File: src/logic/un9_pkg.sv
// constants, register layouts and state types shared by both ends of the
// nine-bit serial link; no process lives here.

`default_nettype none

package un9_pkg;

    // ------------------------------------------------------------
    // device byte-wide register map
    // ------------------------------------------------------------
    localparam int          SFR_AW         = 8;
    localparam logic [7:0]  ADDR_CTRL      = 8'h98;
    localparam logic [7:0]  ADDR_SBUF      = 8'h99;
    localparam logic [7:0]  CTRL_RESET     = 8'h00;
    localparam logic [7:0]  SBUF_RESET     = 8'h00;
    localparam int          CB_MODE        = 7;
    localparam int          CB_FIXED       = 6;
    localparam int          CB_MCE         = 5;
    localparam int          CB_REN         = 4;
    localparam int          CB_TB8         = 3;
    localparam int          CB_RB8         = 2;
    localparam int          CB_TI          = 1;
    localparam int          CB_RI          = 0;
    localparam logic        FIXED_BIT_READ = 1'b1;

    // ------------------------------------------------------------
    // framing and baud timer
    // ------------------------------------------------------------
    localparam logic [3:0]  BITS_8         = 4'hA;
    localparam logic [3:0]  BITS_9         = 4'hB;
    localparam logic [7:0]  TMR_TOP        = 8'hFF;
    localparam logic [7:0]  DEF_RELOAD     = 8'hF0;
    localparam logic        LINE_IDLE      = 1'b1;

    // ------------------------------------------------------------
    // remote node register map (word addresses)
    // ------------------------------------------------------------
    localparam logic [1:0]  NODE_CTRL      = 2'h0;
    localparam logic [1:0]  NODE_TXDATA    = 2'h1;
    localparam logic [1:0]  NODE_STATUS    = 2'h2;
    localparam logic [1:0]  NODE_BAUD      = 2'h3;
    localparam int          NB_MODE        = 0;
    localparam int          NB_NINTH       = 1;
    localparam int          NB_RXEN        = 2;
    localparam int          NS_NINTH       = 8;
    localparam int          NS_VALID       = 9;
    localparam int          NS_BUSY        = 10;
    localparam int          NS_STOP        = 11;
    localparam logic [15:0] NODE_BIT_CYC   = 16'h0020;

    typedef enum logic { UN9_TX_IDLE, UN9_TX_BUSY } un9_tx_e;
    typedef enum logic { UN9_RX_IDLE, UN9_RX_BUSY } un9_rx_e;

endpackage

`default_nettype wire

File: src/logic/un9_link_if.sv
// two serial lines between the device end and the remote node.
// assumes both ends share core_clk and idle the lines high.
`timescale 1ns/1ps
`default_nettype none

interface un9_link_if;
    logic serial_transmit_pin;
    logic serial_receive_pin;

    modport dev  (output serial_transmit_pin, input serial_receive_pin);
    modport node (input serial_transmit_pin, output serial_receive_pin);
endinterface

`default_nettype wire

File: src/logic/un9_dev_end.sv
// device end: second serial port with 8/9-bit frames and address filter.
// assumes the cpu drives byte-wide register strobes synchronous to core_clk
// and that the link lines are already synchronous to core_clk.
//
// The byte-wide strobe interface to the registers is this design's own decision.
`timescale 1ns/1ps
`default_nettype none

module un9_dev_end (
    // clock and reset
    input  wire logic                       core_clk,
    input  wire logic                       nrst,
    // serial link
    un9_link_if.dev                         link,
    // cpu register port
    input  wire logic [un9_pkg::SFR_AW-1:0] sfr_addr,
    input  wire logic                       sfr_wr,
    input  wire logic                       sfr_rd,
    input  wire logic [7:0]                 sfr_wdata,
    output logic      [7:0]                 sfr_rdata,
    // baud timer reload and interrupt
    input  wire logic [7:0]                 baud_reload,
    input  wire logic                       irq_enable,
    output logic                            serial_irq
);
    import un9_pkg::*;

    // ------------------------------------------------------------
    // state
    // ------------------------------------------------------------
    typedef struct packed {
        logic        mode;
        logic        mce;
        logic        ren;
        logic        tb8;
        logic        rb8;
        logic        ti;
        logic        ri;
        logic [7:0]  rx_buf;
        logic [7:0]  rdata;
        logic        irq;
        un9_tx_e     tx_st;
        logic [7:0]  tx_tmr;
        logic        tx_half;
        logic [10:0] tx_sh;
        logic [3:0]  tx_cnt;
        logic        tx_pin;
        un9_rx_e     rx_st;
        logic [7:0]  rx_tmr;
        logic        rx_half;
        logic [3:0]  rx_cnt;
        logic [9:0]  rx_sh;
        logic        rx_prev;
    } un9_dev_s;

    un9_dev_s    q;
    un9_dev_s    d;

    logic        tx_ovf;
    logic        tx_tick;
    logic        rx_ovf;
    logic        rx_samp;
    logic        rx_pin;
    logic        wr_ctrl;
    logic        wr_sbuf;
    logic        set_ti;
    logic        rx_done;
    logic        accept;
    logic [9:0]  fin;
    logic [7:0]  rx_data;
    logic        rx_ninth;
    logic [3:0]  rx_last;
    logic [7:0]  ctrl_rd;

    assign rx_pin     = link.serial_receive_pin;
    assign sfr_rdata  = q.rdata;
    assign serial_irq = q.irq;
    assign link.serial_transmit_pin = q.tx_pin;

    // ------------------------------------------------------------
    // next state
    // ------------------------------------------------------------
    always_comb begin
        d       = q;
        set_ti  = 1'b0;
        rx_done = 1'b0;
        wr_ctrl = sfr_wr && (sfr_addr == ADDR_CTRL);
        wr_sbuf = sfr_wr && (sfr_addr == ADDR_SBUF);

        // transmit timer: free running, auto reload
        tx_ovf    = (q.tx_tmr == TMR_TOP);
        d.tx_tmr  = tx_ovf ? baud_reload : q.tx_tmr + 8'h01;
        d.tx_half = q.tx_half ^ tx_ovf;
        tx_tick   = tx_ovf && q.tx_half;

        // transmitter
        if (q.tx_st == UN9_TX_IDLE) begin
            // writes while a frame is on the line are dropped, not queued
            if (wr_sbuf) begin
                d.tx_sh  = {LINE_IDLE, (q.mode ? q.tb8 : LINE_IDLE), sfr_wdata, 1'b0};
                d.tx_cnt = q.mode ? BITS_9 : BITS_8;
                d.tx_st  = UN9_TX_BUSY;
            end
        end else if (tx_tick) begin
            if (q.tx_cnt == 4'h0) begin
                d.tx_st = UN9_TX_IDLE;
            end else begin
                d.tx_pin = q.tx_sh[0];
                d.tx_sh  = {LINE_IDLE, q.tx_sh[10:1]};
                d.tx_cnt = q.tx_cnt - 4'h1;
                set_ti   = (q.tx_cnt == 4'h1);
            end
        end

        // receive timer: runs always, forced reload on a start edge
        rx_ovf    = (q.rx_tmr == TMR_TOP);
        d.rx_tmr  = rx_ovf ? baud_reload : q.rx_tmr + 8'h01;
        d.rx_half = q.rx_half ^ rx_ovf;
        rx_samp   = rx_ovf && !q.rx_half;
        d.rx_prev = rx_pin;
        rx_last   = (q.mode ? BITS_9 : BITS_8) - 4'h1;
        fin       = {rx_pin, q.rx_sh[9:1]};
        rx_data   = q.mode ? fin[7:0] : fin[8:1];
        rx_ninth  = q.mode ? fin[8] : fin[9];

        // receiver
        if (q.rx_st == UN9_RX_IDLE) begin
            if (q.ren && q.rx_prev && !rx_pin) begin
                d.rx_tmr  = baud_reload;
                d.rx_half = 1'b0;
                d.rx_cnt  = 4'h0;
                d.rx_st   = UN9_RX_BUSY;
            end
        end else if (rx_samp) begin
            if (q.rx_cnt == 4'h0) begin
                // a start bit that is high again at mid-bit was a glitch
                if (rx_pin) begin
                    d.rx_st = UN9_RX_IDLE;
                end else begin
                    d.rx_cnt = 4'h1;
                end
            end else begin
                d.rx_sh  = fin;
                d.rx_cnt = q.rx_cnt + 4'h1;
                if (q.rx_cnt == rx_last) begin
                    d.rx_st = UN9_RX_IDLE;
                    rx_done = 1'b1;
                end
            end
        end

        // the filter bit is the ninth data bit or, in 8-bit mode, the stop bit
        accept = rx_done && !q.ri && (!q.mce || rx_ninth);

        // cpu writes to control
        if (wr_ctrl) begin
            d.mode = sfr_wdata[CB_MODE];
            d.mce  = sfr_wdata[CB_MCE];
            d.ren  = sfr_wdata[CB_REN];
            d.tb8  = sfr_wdata[CB_TB8];
            d.rb8  = sfr_wdata[CB_RB8];
            d.ti   = sfr_wdata[CB_TI];
            d.ri   = sfr_wdata[CB_RI];
        end

        // hardware sets come after the cpu write so a same-cycle set wins
        if (set_ti) begin
            d.ti = 1'b1;
        end
        if (accept) begin
            d.rx_buf = rx_data;
            d.rb8    = rx_ninth;
            d.ri     = 1'b1;
        end

        // cpu reads
        ctrl_rd           = {q.mode, FIXED_BIT_READ, q.mce, q.ren, q.tb8, q.rb8, q.ti, q.ri};
        ctrl_rd[CB_FIXED] = FIXED_BIT_READ;
        if (sfr_rd) begin
            if (sfr_addr == ADDR_CTRL) begin
                d.rdata = ctrl_rd;
            end else if (sfr_addr == ADDR_SBUF) begin
                d.rdata = q.rx_buf;
            end else begin
                d.rdata = 8'h00;
            end
        end

        d.irq = irq_enable && (d.ti || d.ri);
    end

    // ------------------------------------------------------------
    // registers
    // ------------------------------------------------------------
    always_ff @(posedge core_clk or negedge nrst) begin
        if (!nrst) begin
            q.mode    <= CTRL_RESET[CB_MODE];
            q.mce     <= CTRL_RESET[CB_MCE];
            q.ren     <= CTRL_RESET[CB_REN];
            q.tb8     <= CTRL_RESET[CB_TB8];
            q.rb8     <= CTRL_RESET[CB_RB8];
            q.ti      <= CTRL_RESET[CB_TI];
            q.ri      <= CTRL_RESET[CB_RI];
            q.rx_buf  <= SBUF_RESET;
            q.rdata   <= 8'h00;
            q.irq     <= 1'b0;
            q.tx_st   <= UN9_TX_IDLE;
            q.tx_tmr  <= 8'h00;
            q.tx_half <= 1'b0;
            q.tx_sh   <= 11'h7FF;
            q.tx_cnt  <= 4'h0;
            q.tx_pin  <= LINE_IDLE;
            q.rx_st   <= UN9_RX_IDLE;
            q.rx_tmr  <= 8'h00;
            q.rx_half <= 1'b0;
            q.rx_cnt  <= 4'h0;
            q.rx_sh   <= 10'h000;
            q.rx_prev <= LINE_IDLE;
        end else begin
            q <= d;
        end
    end

endmodule

`default_nettype wire

File: src/flat_wrapper.sv
// flat-port wrapper written by rule: the top's interface ports become plain ports
module un9_dev_end_flat import un9_pkg::*;
  (core_clk, nrst, sfr_addr, sfr_wr, sfr_rd, sfr_wdata, sfr_rdata, baud_reload, irq_enable, serial_irq, link_serial_transmit_pin, link_serial_receive_pin);
  un9_link_if link_i ();
  input  wire logic core_clk;
  input  wire logic nrst;
  input  wire logic [un9_pkg::SFR_AW-1:0] sfr_addr;
  input  wire logic sfr_wr;
  input  wire logic sfr_rd;
  input  wire logic [7:0] sfr_wdata;
  output logic      [7:0] sfr_rdata;
  input  wire logic [7:0] baud_reload;
  input  wire logic irq_enable;
  output logic serial_irq;
  output wire logic [$bits(link_i.serial_transmit_pin)-1:0] link_serial_transmit_pin;
  input wire logic [$bits(link_i.serial_receive_pin)-1:0] link_serial_receive_pin;
  assign link_serial_transmit_pin = link_i.serial_transmit_pin;
  assign link_i.serial_receive_pin = link_serial_receive_pin;
  un9_dev_end u_core (.core_clk(core_clk), .nrst(nrst), .link(link_i), .sfr_addr(sfr_addr), .sfr_wr(sfr_wr), .sfr_rd(sfr_rd), .sfr_wdata(sfr_wdata), .sfr_rdata(sfr_rdata), .baud_reload(baud_reload), .irq_enable(irq_enable), .serial_irq(serial_irq));
endmodule
File: config.mk
export PLATFORM = sky130hd
export DESIGN_NAME = un9_dev_end_flat
export DESIGN_NICKNAME = d
export VERILOG_FILES = /design/src/logic/un9_pkg.sv /design/src/logic/un9_link_if.sv /design/src/logic/un9_dev_end.sv /design/src/flat_wrapper.sv
export SDC_FILE = /design/constraint.sdc
export NUM_CORES = 1
export LEC_CHECK = 0
export BUFFER_PORTS_ARGS = -buffer_cell sky130_fd_sc_hd__buf_2
export CAP_MARGIN = 20
export CORE_UTILIZATION = 53
export DETAILED_ROUTE_END_ITERATION = 8
export GPL_TIMING_DRIVEN = 0
export PLACE_DENSITY = 0.76
export SYNTH_ARGS = -nofsm -noshare
export SYNTH_HDL_FRONTEND = slang
export SYNTH_SLANG_ARGS = --single-unit
File: constraint.sdc
create_clock -name core_clk -period 2.3 [get_ports core_clk]
set_input_delay 0.115 -clock core_clk [delete_from_list [all_inputs] [get_ports core_clk]]
set_output_delay 0.115 -clock core_clk [all_outputs]
set_load 0.005 [all_outputs]
## After elaboration in Yosys (flattened, before gate mapping)

Index checks and enable logic that the tools add are counted.
Widths: inputs -> output; s select.

- Add/subtract/negate cells: 5
- Equality and inequality tests: 10
- Multiplexer cells: 39
- Bitwise operators: 4
- Reductions and logical operators: 24

Operator list:

| kind | count |
|---|---|
| $mux 8 | 5 |
| $eq 8x8->1 const B | 4 |
| $mux 16 | 2 |
| $mux 15 | 2 |
| $mux 14 | 2 |
| $mux 1 | 21 |
| $mux 9 | 2 |
| $add 8x1->8 const B | 2 |
| $mux 4 | 3 |
| $reduce_and 3->1 | 4 |
| $mux 10 | 1 |
| $logic_and 1x1->1 | 9 |
| $logic_not 4->1 | 2 |
| $sub 4x1->4 const B | 2 |
| $ne 2x2->1 const B | 3 |
| $reduce_bool 2->1 | 3 |
| $add 4x1->4 const B | 1 |
| $eq 4x1->1 const B | 1 |
| $eq 4x4->1 | 1 |
| $logic_not 1->1 | 4 |
| $mux 3 | 1 |
| $ne 3x3->1 const B | 1 |
| $logic_or 1x1->1 | 2 |
| $not 1->1 | 2 |
| $xor 1x1->1 | 2 |

- Register bits after elaboration: 75
- Bits of input ports: 30
- Output and inout port bits: 10
- Logic and storage cells: 104

## Logic depth before layout (Yosys ltp)

Gate-level depths: netlist of the first run.

- Word-level depth: 12
- Gate-level depth with buffers: 11
- Gate-level depth less buffers: 8

## Least setup slack after synthesis of the first run

OpenSTA, ideal clock, no wires.

- Kind: flip-flop to flip-flop
- Start: reg u_core.q[42] (netlist name)
- End: reg u_core.q[38] (netlist name)
- Library setup time: 0.083 ns
- Data arrival time: 2.205 ns
- Required time: 2.217 ns
- Path slack: 0.011 ns
- Stages on the path, launching flop included: 12
- Buffers on the path: 3
- Clock period less this slack: 2.289 ns
- Cell sequence: dfrtp_1 ha_1 and4_1 and4_1 buf_2 ha_1 nand2_1 or2_2 buf_2 buf_2 o21ai_0 a2bb2oi_1

- Longest elaborated chain between the ends: 4

RTL lines:

| item | RTL line | text |
|---|---|---|
| from (decl) | un9_dev_end.sv:56 | `un9_dev_s q;` |
| $eq 8x8->1 | un9_dev_end.sv:91 | `tx_ovf = (q.tx_tmr == TMR_TOP);` |
| $logic_and 1x1->1 | un9_dev_end.sv:94 | `tx_tick = tx_ovf && q.tx_half;` |
| $ne 2x2->1 (no source line) | n/a |  |
| $reduce_and 3->1 (no source line) | n/a |  |

Every way passes these cells.
A chain may end at the register's enable or synchronous reset.

## Worst setup path after layout of the first run

- Start: reg u_core.q[42] (netlist name)
- End: reg u_core.q[26] (netlist name)

Same word-level chain as after synthesis.

==> results of run 1 <==
## where the power goes
| group | switching [W] | internal [W] | leakage [nW] | total [W] |
|---|---|---|---|---|
| logic | 0.000313 | 0.000355 | 0.880 | 0.000668 |
| registers | 0.000227 | 0.00156 | 0.897 | 0.00179 |
| clock network | 0.000469 | 0.000498 | 0.0893 | 0.000967 |
| total | 0.00101 | 0.00241 | 1.87 | 0.00342 |
## stage by stage
step	total power (W)	hold WS [ns]	setup slack (ns)	util	TNS, ns
CTS	0.00340	0.00923	0.0320	0.659	0
global placement	0.00236	0.277	-0.252	0.603	-2.73
global route	0.00364	0.00530	0.0122	0.663	0
floorplan	0.00219	-0.181	0.0114	-	0
finish	0.00342	0.0182	0.149	0.663	0
detailed placement	0.00240	0.0868	-0.308	0.607	-3.77
## cell families (layout without fill, tap and decap cells)
| family | Yosys count | count (layout) | synth area share |
|---|---|---|---|
| AO/OA/AOI/OAI | 90 | 90 | 0.159 |
| flip-flops | 74 | 74 | 0.514 |
| buffers and inverters | 29 | 97 | 0.0448 |
| multiplexers | 27 | 27 | 0.0796 |
| adder cells (fa/ha/maj) | 6 | 6 | 0.0207 |
| XOR/XNOR | 8 | 8 | 0.0193 |
| AND/OR/NAND/NOR | 104 | 105 | 0.162 |
## critical path, cell delays in order, from the launching register on
cell,delay (ns)
dfrtp_1,0.39
ha_2,0.20
and4_4,0.21
and4_1,0.20
buf_6,0.13
ha_2,0.18
nand2_2,0.09
or2_4,0.30
buf_6,0.15
nand3_1,0.08
o211ai_1,0.09
## routing by layer
metal  GRT usage  part of all wire
met1       0.299              0.48
met2       0.346              0.48
met3      0.0482             0.026
met4      0.0755             0.011
met5           0                 0
## worst paths after layout
path / startpoint / to / cells past startpoint
max: u_core.q[42] / u_core.q[26] / 10
min: sfr_wdata[0] / u_core.q[31] / 3
max reg2reg: u_core.q[42] / u_core.q[26] / 10
min reg2reg: u_core.q[30] / u_core.link.serial_transmit_pin / 2
max in group asynchronous: nrst / u_core.q[0] / 3
min in group asynchronous: nrst / u_core.q[28] / 2
## placed cells by master, fill, tap and decap left out, types with 3 or more instances in the layout
cell type / count
nand3_1: 8
buf_2: 38
dfrtp_1: 61
o21ai_1: 5
nand2b_1: 10
xnor2_1: 3
inv_1: 9
a2bb2oi_1: 8
mux2i_1: 12
xor2_1: 5
clkbuf_8: 9
a22oi_1: 7
mux2_2: 15
o211ai_1: 3
nor2_1: 11
o21ai_0: 23
nor3b_1: 3
clkbuf_1: 7
buf_4: 14
ha_1: 4
a21oi_1: 20
dfstp_2: 13
nand4_1: 4
a31oi_1: 12
buf_6: 4
nor2b_1: 3
and2_1: 4
nand2_1: 31
nor4_1: 4
dlygate4sd3_1: 10
## cell type report
type	instances	area share
tap	77	0.0224
inverter	9	0.00784
multi-input combinational	236	0.381
sequential	74	0.434
buffer	19	0.0317
clock inverter	5	0.0128
clock buffer	11	0.0305
timing repair buffer	53	0.0796
## state kept, by name, indices dropped and copies added, names as in the netlist
name / flops
u_core.q: 48
u_core.fin: 9
u_core.sfr_rdata: 8
u_core.ctrl_rd: 7
u_core.serial_irq: 1
u_core.link.serial_transmit_pin: 1
## timing repair
action                                 in CTS  in global routing
hold buffers                               10                  0
setup buffers                               3                  1
cloned                                      0                  1
pin swaps                                   3                  1
resized for setup                          16                  4
setup endpoints to repair                  27                 32
endpoints found under the hold margin      36                  0
==> qor.log, run 1 <==
qor: placed_design.placed_cells 454
qor: yosys.postSynthCellCount 338
qor: worst_setup_path.timing.critical_path.from_type flip-flop
qor: final_layout.drive_gt1_frac 0.290
qor: floorplan.io_pins 40
qor: sta.finalHoldViolCount 0
qor: clocking.clock_tree_from_tritoncts done
qor: final_layout.insertedDiodeCount 0
qor: worst_setup_path.timing.critical_path.required 2.52 ns
qor: route.drt_iter0_markers 169
qor: yosys.synth-seq-cells 74
qor: sta.max-slew-margin-rel 0.367
qor: power.power_density 794 nW/um^2
qor: floorplan.die-width 84.8 um
qor: clocking.clock_path_buffers 2
qor: sta.timing.clock.skew 0.00954 ns
qor: placed_design.gpl_congestion 0.800
qor: clocking.cts_inserted_buffers 9
qor: final_layout.design_area 4310 sq um
qor: clocking.clock_insertion_delay_at_the_later_pin_of_the_skew_report 0.34 ns
qor: final_layout.area.growth.synth_to_final 18.6%
qor: power.cellLeakagePower 1.87 nW
qor: clocking.clk_pin_slew 0.08 ns
qor: route.routedWlPerCell 15.1 um
qor: flow_run.max-cap-violations 0
qor: worst_setup_path.ff2ff_setup_slack 0.15 ns
qor: clocking.cts_htree_levels 3
qor: yosys.most_instantiated_cells_after_synthesis dfrtp_1, nand2_1, o21ai_0
qor: sta.timing_max_transition_violations_final 0
qor: yosys.yosysUniqueCellTypes 52
qor: global_routing.grt_start_max_net_pins 43
qor: yosys.yosysMostFrequentCell dfrtp_1
qor: floorplan.die_y 84.8 um
qor: floorplan.fp.dieArea 7190 sq um
qor: sta.timing.final.crit_share 0.935
qor: floorplan.core_area 6490 sq um
qor: yosys.postSynthNetCount 374
qor: yosys.async_reset_ff_frac 1.00
qor: global_routing.grt_overflow 0
qor: route.wirelength 7320 um
qor: sta.fmaxAchievable 465 MHz
qor: hold_path.worstHoldPathType in -> reg
qor: outcome.status finished, violations left
qor: global_routing.grt_pass1_vias 2700
qor: global_routing.grt_pass1_wl 12300 um
qor: yosys.synth_largest_area_cell dfrtp_1
qor: sta.finalCriticalPeriod 2.15 ns
qor: power.max-vdd-ir-drop 0.000500 V
qor: yosys.synthesis.area 3630 sq um
qor: global_routing.gr-usage-all-layers 0.218
qor: route.via_count 2776
qor: yosys.synth_sequential_area_ratio 0.514
qor: outcome.failed_checks DRC
qor: placed_design.place_hpwl 5090 um
qor: placed_design.detailed_place.area 3940 sq um
qor: route.remaining_drc_errors 5
qor: final_layout.nNetsFinal 438
qor: final_layout.layoutNonFillerInstCount 484
qor: yosys.synth-edff-count 0
qor: placed_design.io_buffer_count 38
qor: floorplan.row_count 29
qor: clocking.cts_root_buffer clkbuf_8
qor: worst_setup_path.crit_type reg -> reg
qor: clocking.clkSinkCount 74
qor: sta.finalSetupViolations 0
qor: route.vias_per_cell 5.74
qor: final_layout.seqCellArea 1870 sq um
qor: worst_setup_path.timing.critical_path.fanout_max 10
qor: worst_setup_path.crit_path_end_kind flip-flop
qor: route.drt.antenna.violating_nets 0
qor: route.drt-pass1-iter-count 7
qor: yosys.postSynth.topFlopCell dfrtp_1
qor: floorplan.initial_utilization 0.559
qor: final_layout.multiInputGateArea 1640 sq um
qor: final_layout.num-fill-cells 499
qor: global_routing.grt_antenna_before_repair 0
qor: yosys.yosys_warnings 0
qor: yosys.syn_avg_cell_area 10.7 sq um
qor: sta.grt_setup_unrepaired no
qor: worst_setup_path.arrival 2.37 ns
qor: yosys.yosysTopAreaCellShare 0.420
qor: yosys.synthTopCellsByArea dfrtp_1, dfstp_2, mux2_2
qor: sta.timing_worst_slew_pin_value 0.947 ns
(Power assumes the default switching activity.)
==> inputs of run 2 (changes only) <==
CORE_UTILIZATION = 55   (was 53)
CTS_BUF_LIST = sky130_fd_sc_hd__clkbuf_2 sky130_fd_sc_hd__clkbuf_4 sky130_fd_sc_hd__clkbuf_8   (was unset)
PLACE_DENSITY = 0.79   (was 0.76)
==> qor.log, run 2 (synthesis results as in run 1) <==
qor: final_layout.drive_gt1_frac 0.306
qor: placed_design.gpl_congestion 0.849
qor: sta.timing_max_transition_violations_final 0
qor: route.drt_iter0_markers 146
qor: final_layout.max_flop_register u_core.q
qor: floorplan.core_area 6350 sq um
qor: final_layout.nNetsFinal 443
qor: route.via_count 2842
qor: global_routing.grt_pass1_vias 2782
qor: worst_setup_path.ff2ff_setup_slack 0.18 ns
qor: worst_setup_path.crit_path_end_kind flip-flop
qor: worst_setup_path.r2r.worst_path.cells 7
qor: worst_setup_path.timing.critical_path.fanout_max 10
qor: sta.finalSetupViolations 0
qor: power.max-vdd-ir-drop 0.000570 V
qor: sta.finalCriticalPeriod 2.12 ns
qor: route.drt.antenna.violating_nets 0
qor: power.power_density 835 nW/um^2
qor: clocking.clk_pin_slew 0.08 ns
qor: global_routing.grt_start_max_net_pins 75
qor: worst_setup_path.cp_top_family simple AND/OR/NAND/NOR gates
qor: route.wirelength 7720 um
qor: floorplan.die-width 83.3 um
qor: placed_design.preCtsSetupSlack -0.336 ns
qor: clocking.clkSinkCount 74
qor: worst_setup_path.reg2reg_from u_core.q[16]
qor: worst_setup_path.path_common_cell ha_1
qor: route.routedWlPerCell 15.8 um
qor: route.remaining_drc_errors 0
qor: hold_path.holdPathStages 3
qor: worst_setup_path.timing.critical_path.from_type flip-flop
qor: sta.timing.clock.skew 0.0128 ns
qor: sta.grt_setup_unrepaired no
qor: clocking.cts_inserted_buffers 9
qor: hold_path.min-delay-start sfr_wdata[7]
qor: final_layout.num-fill-cells 467
qor: placed_design.place_hpwl 5060 um
qor: floorplan.initial_utilization 0.572
qor: worst_setup_path.crit_type reg -> reg
qor: floorplan.fp.dieArea 6930 sq um
qor: sta.timing_worst_slew_pin_value 0.902 ns
qor: outcome.status completed
qor: route.drt-pass1-iter-count 4
qor: sta.fmaxAchievable 471 MHz
qor: worst_setup_path.crit-reg2reg-capture u_core.fin[7]
qor: clocking.clock_insertion_delay_at_the_later_pin_of_the_skew_report 0.35 ns
qor: clocking.clock_path_buffers 2
qor: floorplan.row_count 29
qor: final_layout.area.growth.synth_to_final 20.3%
qor: worst_setup_path.timing.critical_path.required 2.53 ns
qor: final_layout.design_area 4370 sq um
qor: sta.timing.final.crit_share 0.923
qor: flow_run.max-cap-violations 0
qor: hold_path.min_to u_core.q[38]
qor: final_layout.mostFrequentLayoutCell dfrtp_1
qor: final_layout.insertedDiodeCount 0
qor: global_routing.grt_overflow 0
qor: global_routing.grt_pass1_wl 12700 um
qor: worst_setup_path.arrival 2.36 ns
qor: sta.holdWs 0.0164 ns
qor: floorplan.die_y 83.3 um
qor: sta.max-slew-margin-rel 0.399
qor: placed_design.detailed_place.area 3920 sq um
qor: clocking.clock_tree_from_tritoncts done
qor: worst_setup_path.cp_num_buf_inv 0
qor: worst_setup_path.crit_path_top_delay_cell dfrtp_1
qor: power.cellLeakagePower 1.92 nW
qor: sta.finalWorstSetupSlack 0.176 ns
qor: clocking.cts_htree_levels 3
qor: floorplan.io_pins 40
qor: route.vias_per_cell 5.81
qor: final_layout.layout.cells.most_common_list dfrtp_1, buf_2, nand2_1
qor: worst_setup_path.worst_path_largest_cell_delay 0.40 ns
qor: clocking.cts_root_buffer clkbuf_8
qor: hold_path.worstHoldPathType in -> reg
qor: worst_setup_path.crit_path_cell_trace ha_1 -> nand3_2 -> nor3_1 -> ha_1 -> nand2_2 -> nor2_4 -> mux2_2
qor: placed_design.io_buffer_count 38
qor: global_routing.gr-usage-all-layers 0.232
qor: final_layout.flip_flop_count_of_the_largest_register_all_copies_and_words_added 48
qor: sta.finalHoldViolCount 0
qor: global_routing.grt_antenna_before_repair 0
[run 2: repair_timing]
action                                  in CTS  in global routing
hold endpoints to repair                    71                  0
pin swaps                                    2                  1
buffers inserted                             7                  4
hold buffers                                10                  0
gates cloned                                 0                  0
resized for setup                           15                  5
endpoints found under the setup margin      26                 33
[run 2: routing by layer]
metal	wire, um	vias up	global-route usage
met5	0	-	0
li1	-	1355	-
met3	254	28	0.0358
met1	3570	1387	0.300
met2	3600	72	0.375
met4	303	0	0.132
[run 2: cell type report]
cell class	instances	area (sq um)	area share
Inverter	9	33.8	0.00773
Tap cell	77	96.3	0.0220
Sequential cell	74	1870	0.427
Multi-Input combinational cell	235	1640	0.374
Timing Repair Buffer	59	375	0.0859
Clock inverter	3	65.1	0.0149
Buffer	19	136	0.0312
Clock buffer	13	160	0.0366
[run 2: stage by stage]
step | power (W) | setup TNS [ns] | instances | utilization
2_1_floorplan | 0.00219 | 0 | 338 | -
3_3_place_gp | 0.00235 | -2.84 | 453 | 0.617
3_5_place_dp | 0.00239 | -4.05 | 453 | 0.618
4_1_cts | 0.00361 | 0 | 486 | 0.681
5_1_grt | 0.00385 | 0 | 489 | 0.688
6_report | 0.00365 | 0 | 489 | 0.688
[run 2: report_power, final]
part           switching, W  leakage (nW)  internal, W  total (W)
clock              0.000461         0.118     0.000676    0.00114
combinational      0.000331         0.905     0.000384   0.000715
sequential         0.000236         0.897      0.00156    0.00180
[run 2: worst max path at each step]
stage                             from            end  cells past startpoint
after floorplan           u_core.q[42]   u_core.q[38]                     11
after global placement    u_core.q[42]   u_core.q[38]                     11
after detailed placement  u_core.q[42]   u_core.q[38]                     11
after CTS                 u_core.q[42]   u_core.q[32]                     10
after global routing      u_core.q[16]   u_core.q[66]                      9
final                     u_core.q[16]  u_core.fin[7]                      7
[run 2: tightest hold or removal path, delay by kind of cell]
family / cells / cell delay (ns)
buf+inv: 1 / 0.11
simple gates: 1 / 0.07
compound gates: 1 / 0.06
==> inputs of run 3 (changes only) <==
CAP_MARGIN = unset   (was 20)
PLACE_DENSITY = unset   (was 0.79)
PLACE_DENSITY_LB_ADDON = 0.25   (was unset)
==> qor.log, run 3 (synthesis results as in run 1) <==
qor: sta.max-slew-margin-rel 0.374
qor: power.internal_power 0.00258 W
qor: worst_setup_path.path_common_cell ha_1
qor: outcome.status completed
qor: power.power_density 835 nW/um^2
qor: global_routing.grt_start_max_net_pins 75
qor: route.remaining_drc_errors 0
qor: floorplan.row_count 29
qor: route.wirelength 7750 um
qor: hold_path.worstHoldPathType in -> reg
qor: floorplan.fp.dieArea 6930 sq um
qor: clocking.clkSinkCount 74
qor: power.switching_share 0.287
qor: worst_setup_path.crit_type reg -> reg
qor: sta.timing_max_transition_violations_final 0
qor: clocking.cts_inserted_buffers 9
qor: power.clockPowerShare 0.309
qor: placed_design.detailed_place.area 3920 sq um
qor: worst_setup_path.reg2reg_from u_core.q[16]
qor: final_layout.nNetsFinal 439
qor: worst_setup_path.arrival 2.39 ns
qor: worst_setup_path.timing.critical_path.fanout_max 10
qor: placed_design.place_hpwl 5090 um
qor: final_layout.num-fill-cells 483
qor: worst_setup_path.ff2ff_setup_slack 0.16 ns
qor: final_layout.layout.cells.most_common_list dfrtp_1, buf_2, nand2_1
qor: worst_setup_path.r2r.worst_path.cells 9
qor: final_layout.seqCellArea 1870 sq um
qor: final_layout.drive_gt1_frac 0.306
qor: placed_design.io_buffer_count 38
qor: final_layout.flip_flop_count_of_the_largest_register_all_copies_and_words_added 48
qor: global_routing.gr-usage-all-layers 0.240
qor: clocking.clock_tree_from_tritoncts done
qor: route.drt.antenna.violating_nets 0
qor: sta.finalCriticalPeriod 2.14 ns
qor: hold_path.min-delay-start baud_reload[4]
qor: route.drt-pass1-iter-count 4
qor: worst_setup_path.timing.critical_path.from_type flip-flop
qor: sta.finalHoldViolCount 0
qor: power.seq_power_share 0.495
qor: hold_path.holdPathStages 3
qor: final_layout.design_area 4340 sq um
qor: power.cellLeakagePower 1.89 nW
qor: placed_design.gpl_congestion 0.803
qor: global_routing.grt_pass1_wl 13200 um
qor: clocking.clock_insertion_delay_at_the_later_pin_of_the_skew_report 0.34 ns
qor: worst_setup_path.crit-reg2reg-capture u_core.q[66]
qor: clocking.cts_htree_levels 3
qor: power.p_sw 0.00104 W
qor: global_routing.grt_antenna_before_repair 0
qor: final_layout.layout.core_utilization 0.683
qor: worst_setup_path.crit_path_cell_trace ha_1 -> nand3_2 -> nor3_2 -> ha_1 -> nand2_2 -> a211oi_4 -> buf_4 -> a21oi_1 -> a31oi_1
qor: final_layout.insertedDiodeCount 0
qor: sta.fmaxAchievable 468 MHz
qor: final_layout.multiInputGateArea 1650 sq um
qor: worst_setup_path.crit_path_end_kind flip-flop
qor: clocking.cts_root_buffer clkbuf_8
qor: clocking.clock_path_buffers 2
qor: global_routing.grt_pass1_vias 2786
qor: final_layout.mostFrequentLayoutCell dfrtp_1
qor: route.drt_iter0_markers 173
qor: hold_path.min_to u_core.q[20]
qor: flow_run.max-cap-violations 0
qor: worst_setup_path.worst_path_largest_cell_delay 0.39 ns
qor: sta.grt_setup_unrepaired no
qor: sta.timing_worst_slew_pin_value 0.937 ns
qor: floorplan.die_y 83.3 um
qor: route.routedWlPerCell 16.0 um
qor: power.combinational_power_share 0.196
qor: floorplan.die-width 83.3 um
qor: clocking.clk_pin_slew 0.08 ns
qor: final_layout.area.growth.synth_to_final 19.5%
qor: route.vias_per_cell 5.78
qor: route.via_count 2803
qor: sta.finalWorstSetupSlack 0.161 ns
qor: floorplan.core_area 6350 sq um
qor: sta.finalSetupViolations 0
qor: sta.timing.final.crit_share 0.930
qor: floorplan.io_pins 40
qor: global_routing.grt_overflow 0
qor: floorplan.initial_utilization 0.572
qor: sta.timing.clock.skew 0.0133 ns
qor: final_layout.max_flop_register u_core.q
qor: worst_setup_path.timing.critical_path.required 2.56 ns
qor: power.max-vdd-ir-drop 0.000738 V
qor: worst_setup_path.crit_path_top_delay_cell dfrtp_1
qor: placed_design.preCtsSetupSlack -0.377 ns
[run 3: final cells by class]
type,count,share of cell area
sequential,74,0.431
multi-input combinational,236,0.381
timing repair buffer,54,0.0767
clock buffer,11,0.0334
buffer,19,0.0306
tap,77,0.0222
clock inverter,5,0.0182
inverter,9,0.00779
[run 3: what timing repair did]
| item | in CTS | in global routing |
|---|---|---|
| hold buffers | 8 | 0 |
| gates cloned | 0 | 1 |
| setup buffers | 7 | 1 |
| pin swaps | 4 | 1 |
| setup endpoints to repair | 34 | 30 |
| resized for setup | 17 | 4 |
| endpoints found under the hold margin | 69 | 0 |
[run 3: worst max-delay path by stage]
stage	start	endpoint	slack [ns]	depth (start not counted)
floorplan	u_core.q[42]	u_core.q[38]	0.01	11
global placement	u_core.q[42]	u_core.q[34]	-0.26	11
detailed placement	u_core.q[42]	u_core.q[34]	-0.38	11
CTS	u_core.q[42]	u_core.q[26]	0.04	11
global route	u_core.q[16]	u_core.q[66]	0.02	9
finish	u_core.q[16]	u_core.q[66]	0.16	9
[run 3: power groups by stage]
| stage | Combinational [W] | Clock [W] | Sequential, W |
|---|---|---|---|
| CTS | 0.000688 | 0.00115 | 0.00178 |
| global route | 0.000801 | 0.00119 | 0.00182 |
| floorplan | 0.000453 | 0 | 0.00174 |
| finish | 0.000711 | 0.00112 | 0.00179 |
| detailed placement | 0.000605 | 0 | 0.00179 |
| global placement | 0.000573 | 0 | 0.00178 |
[run 3: through the flow]
stage / setup TNS, ns / instances / power, W / hold slack, ns
final: 0 / 485 / 0.00362 / 0.0202
after global routing: 0 / 485 / 0.00381 / 0.0110
after CTS: 0 / 484 / 0.00361 / 0.00220
after detailed placement: -4.24 / 453 / 0.00240 / 0.279
after global placement: -2.81 / 453 / 0.00235 / 0.278
after floorplan: 0 / 338 / 0.00219 / -0.181
[run 3: worst max-delay path, delay by kind of cell (launching register included)]
family | cells | cell delay, ns
AO/OA/AOI/OAI | 3 | 0.47
adder cells (fa/ha/maj) | 2 | 0.44
buffers and inverters | 1 | 0.21
flip-flops | 1 | 0.39
AND/OR/NAND/NOR | 3 | 0.55
[run 3: routing by layer]
| layer | global-route usage | vias to the layer above | wire, um |
|---|---|---|---|
| li1 | - | 1351 | - |
| met1 | 0.321 | 1359 | 3590 |
| met2 | 0.377 | 76 | 3640 |
| met3 | 0.0507 | 17 | 323 |
| met4 | 0.108 | 0 | 200 |
| met5 | 0 | - | 0 |
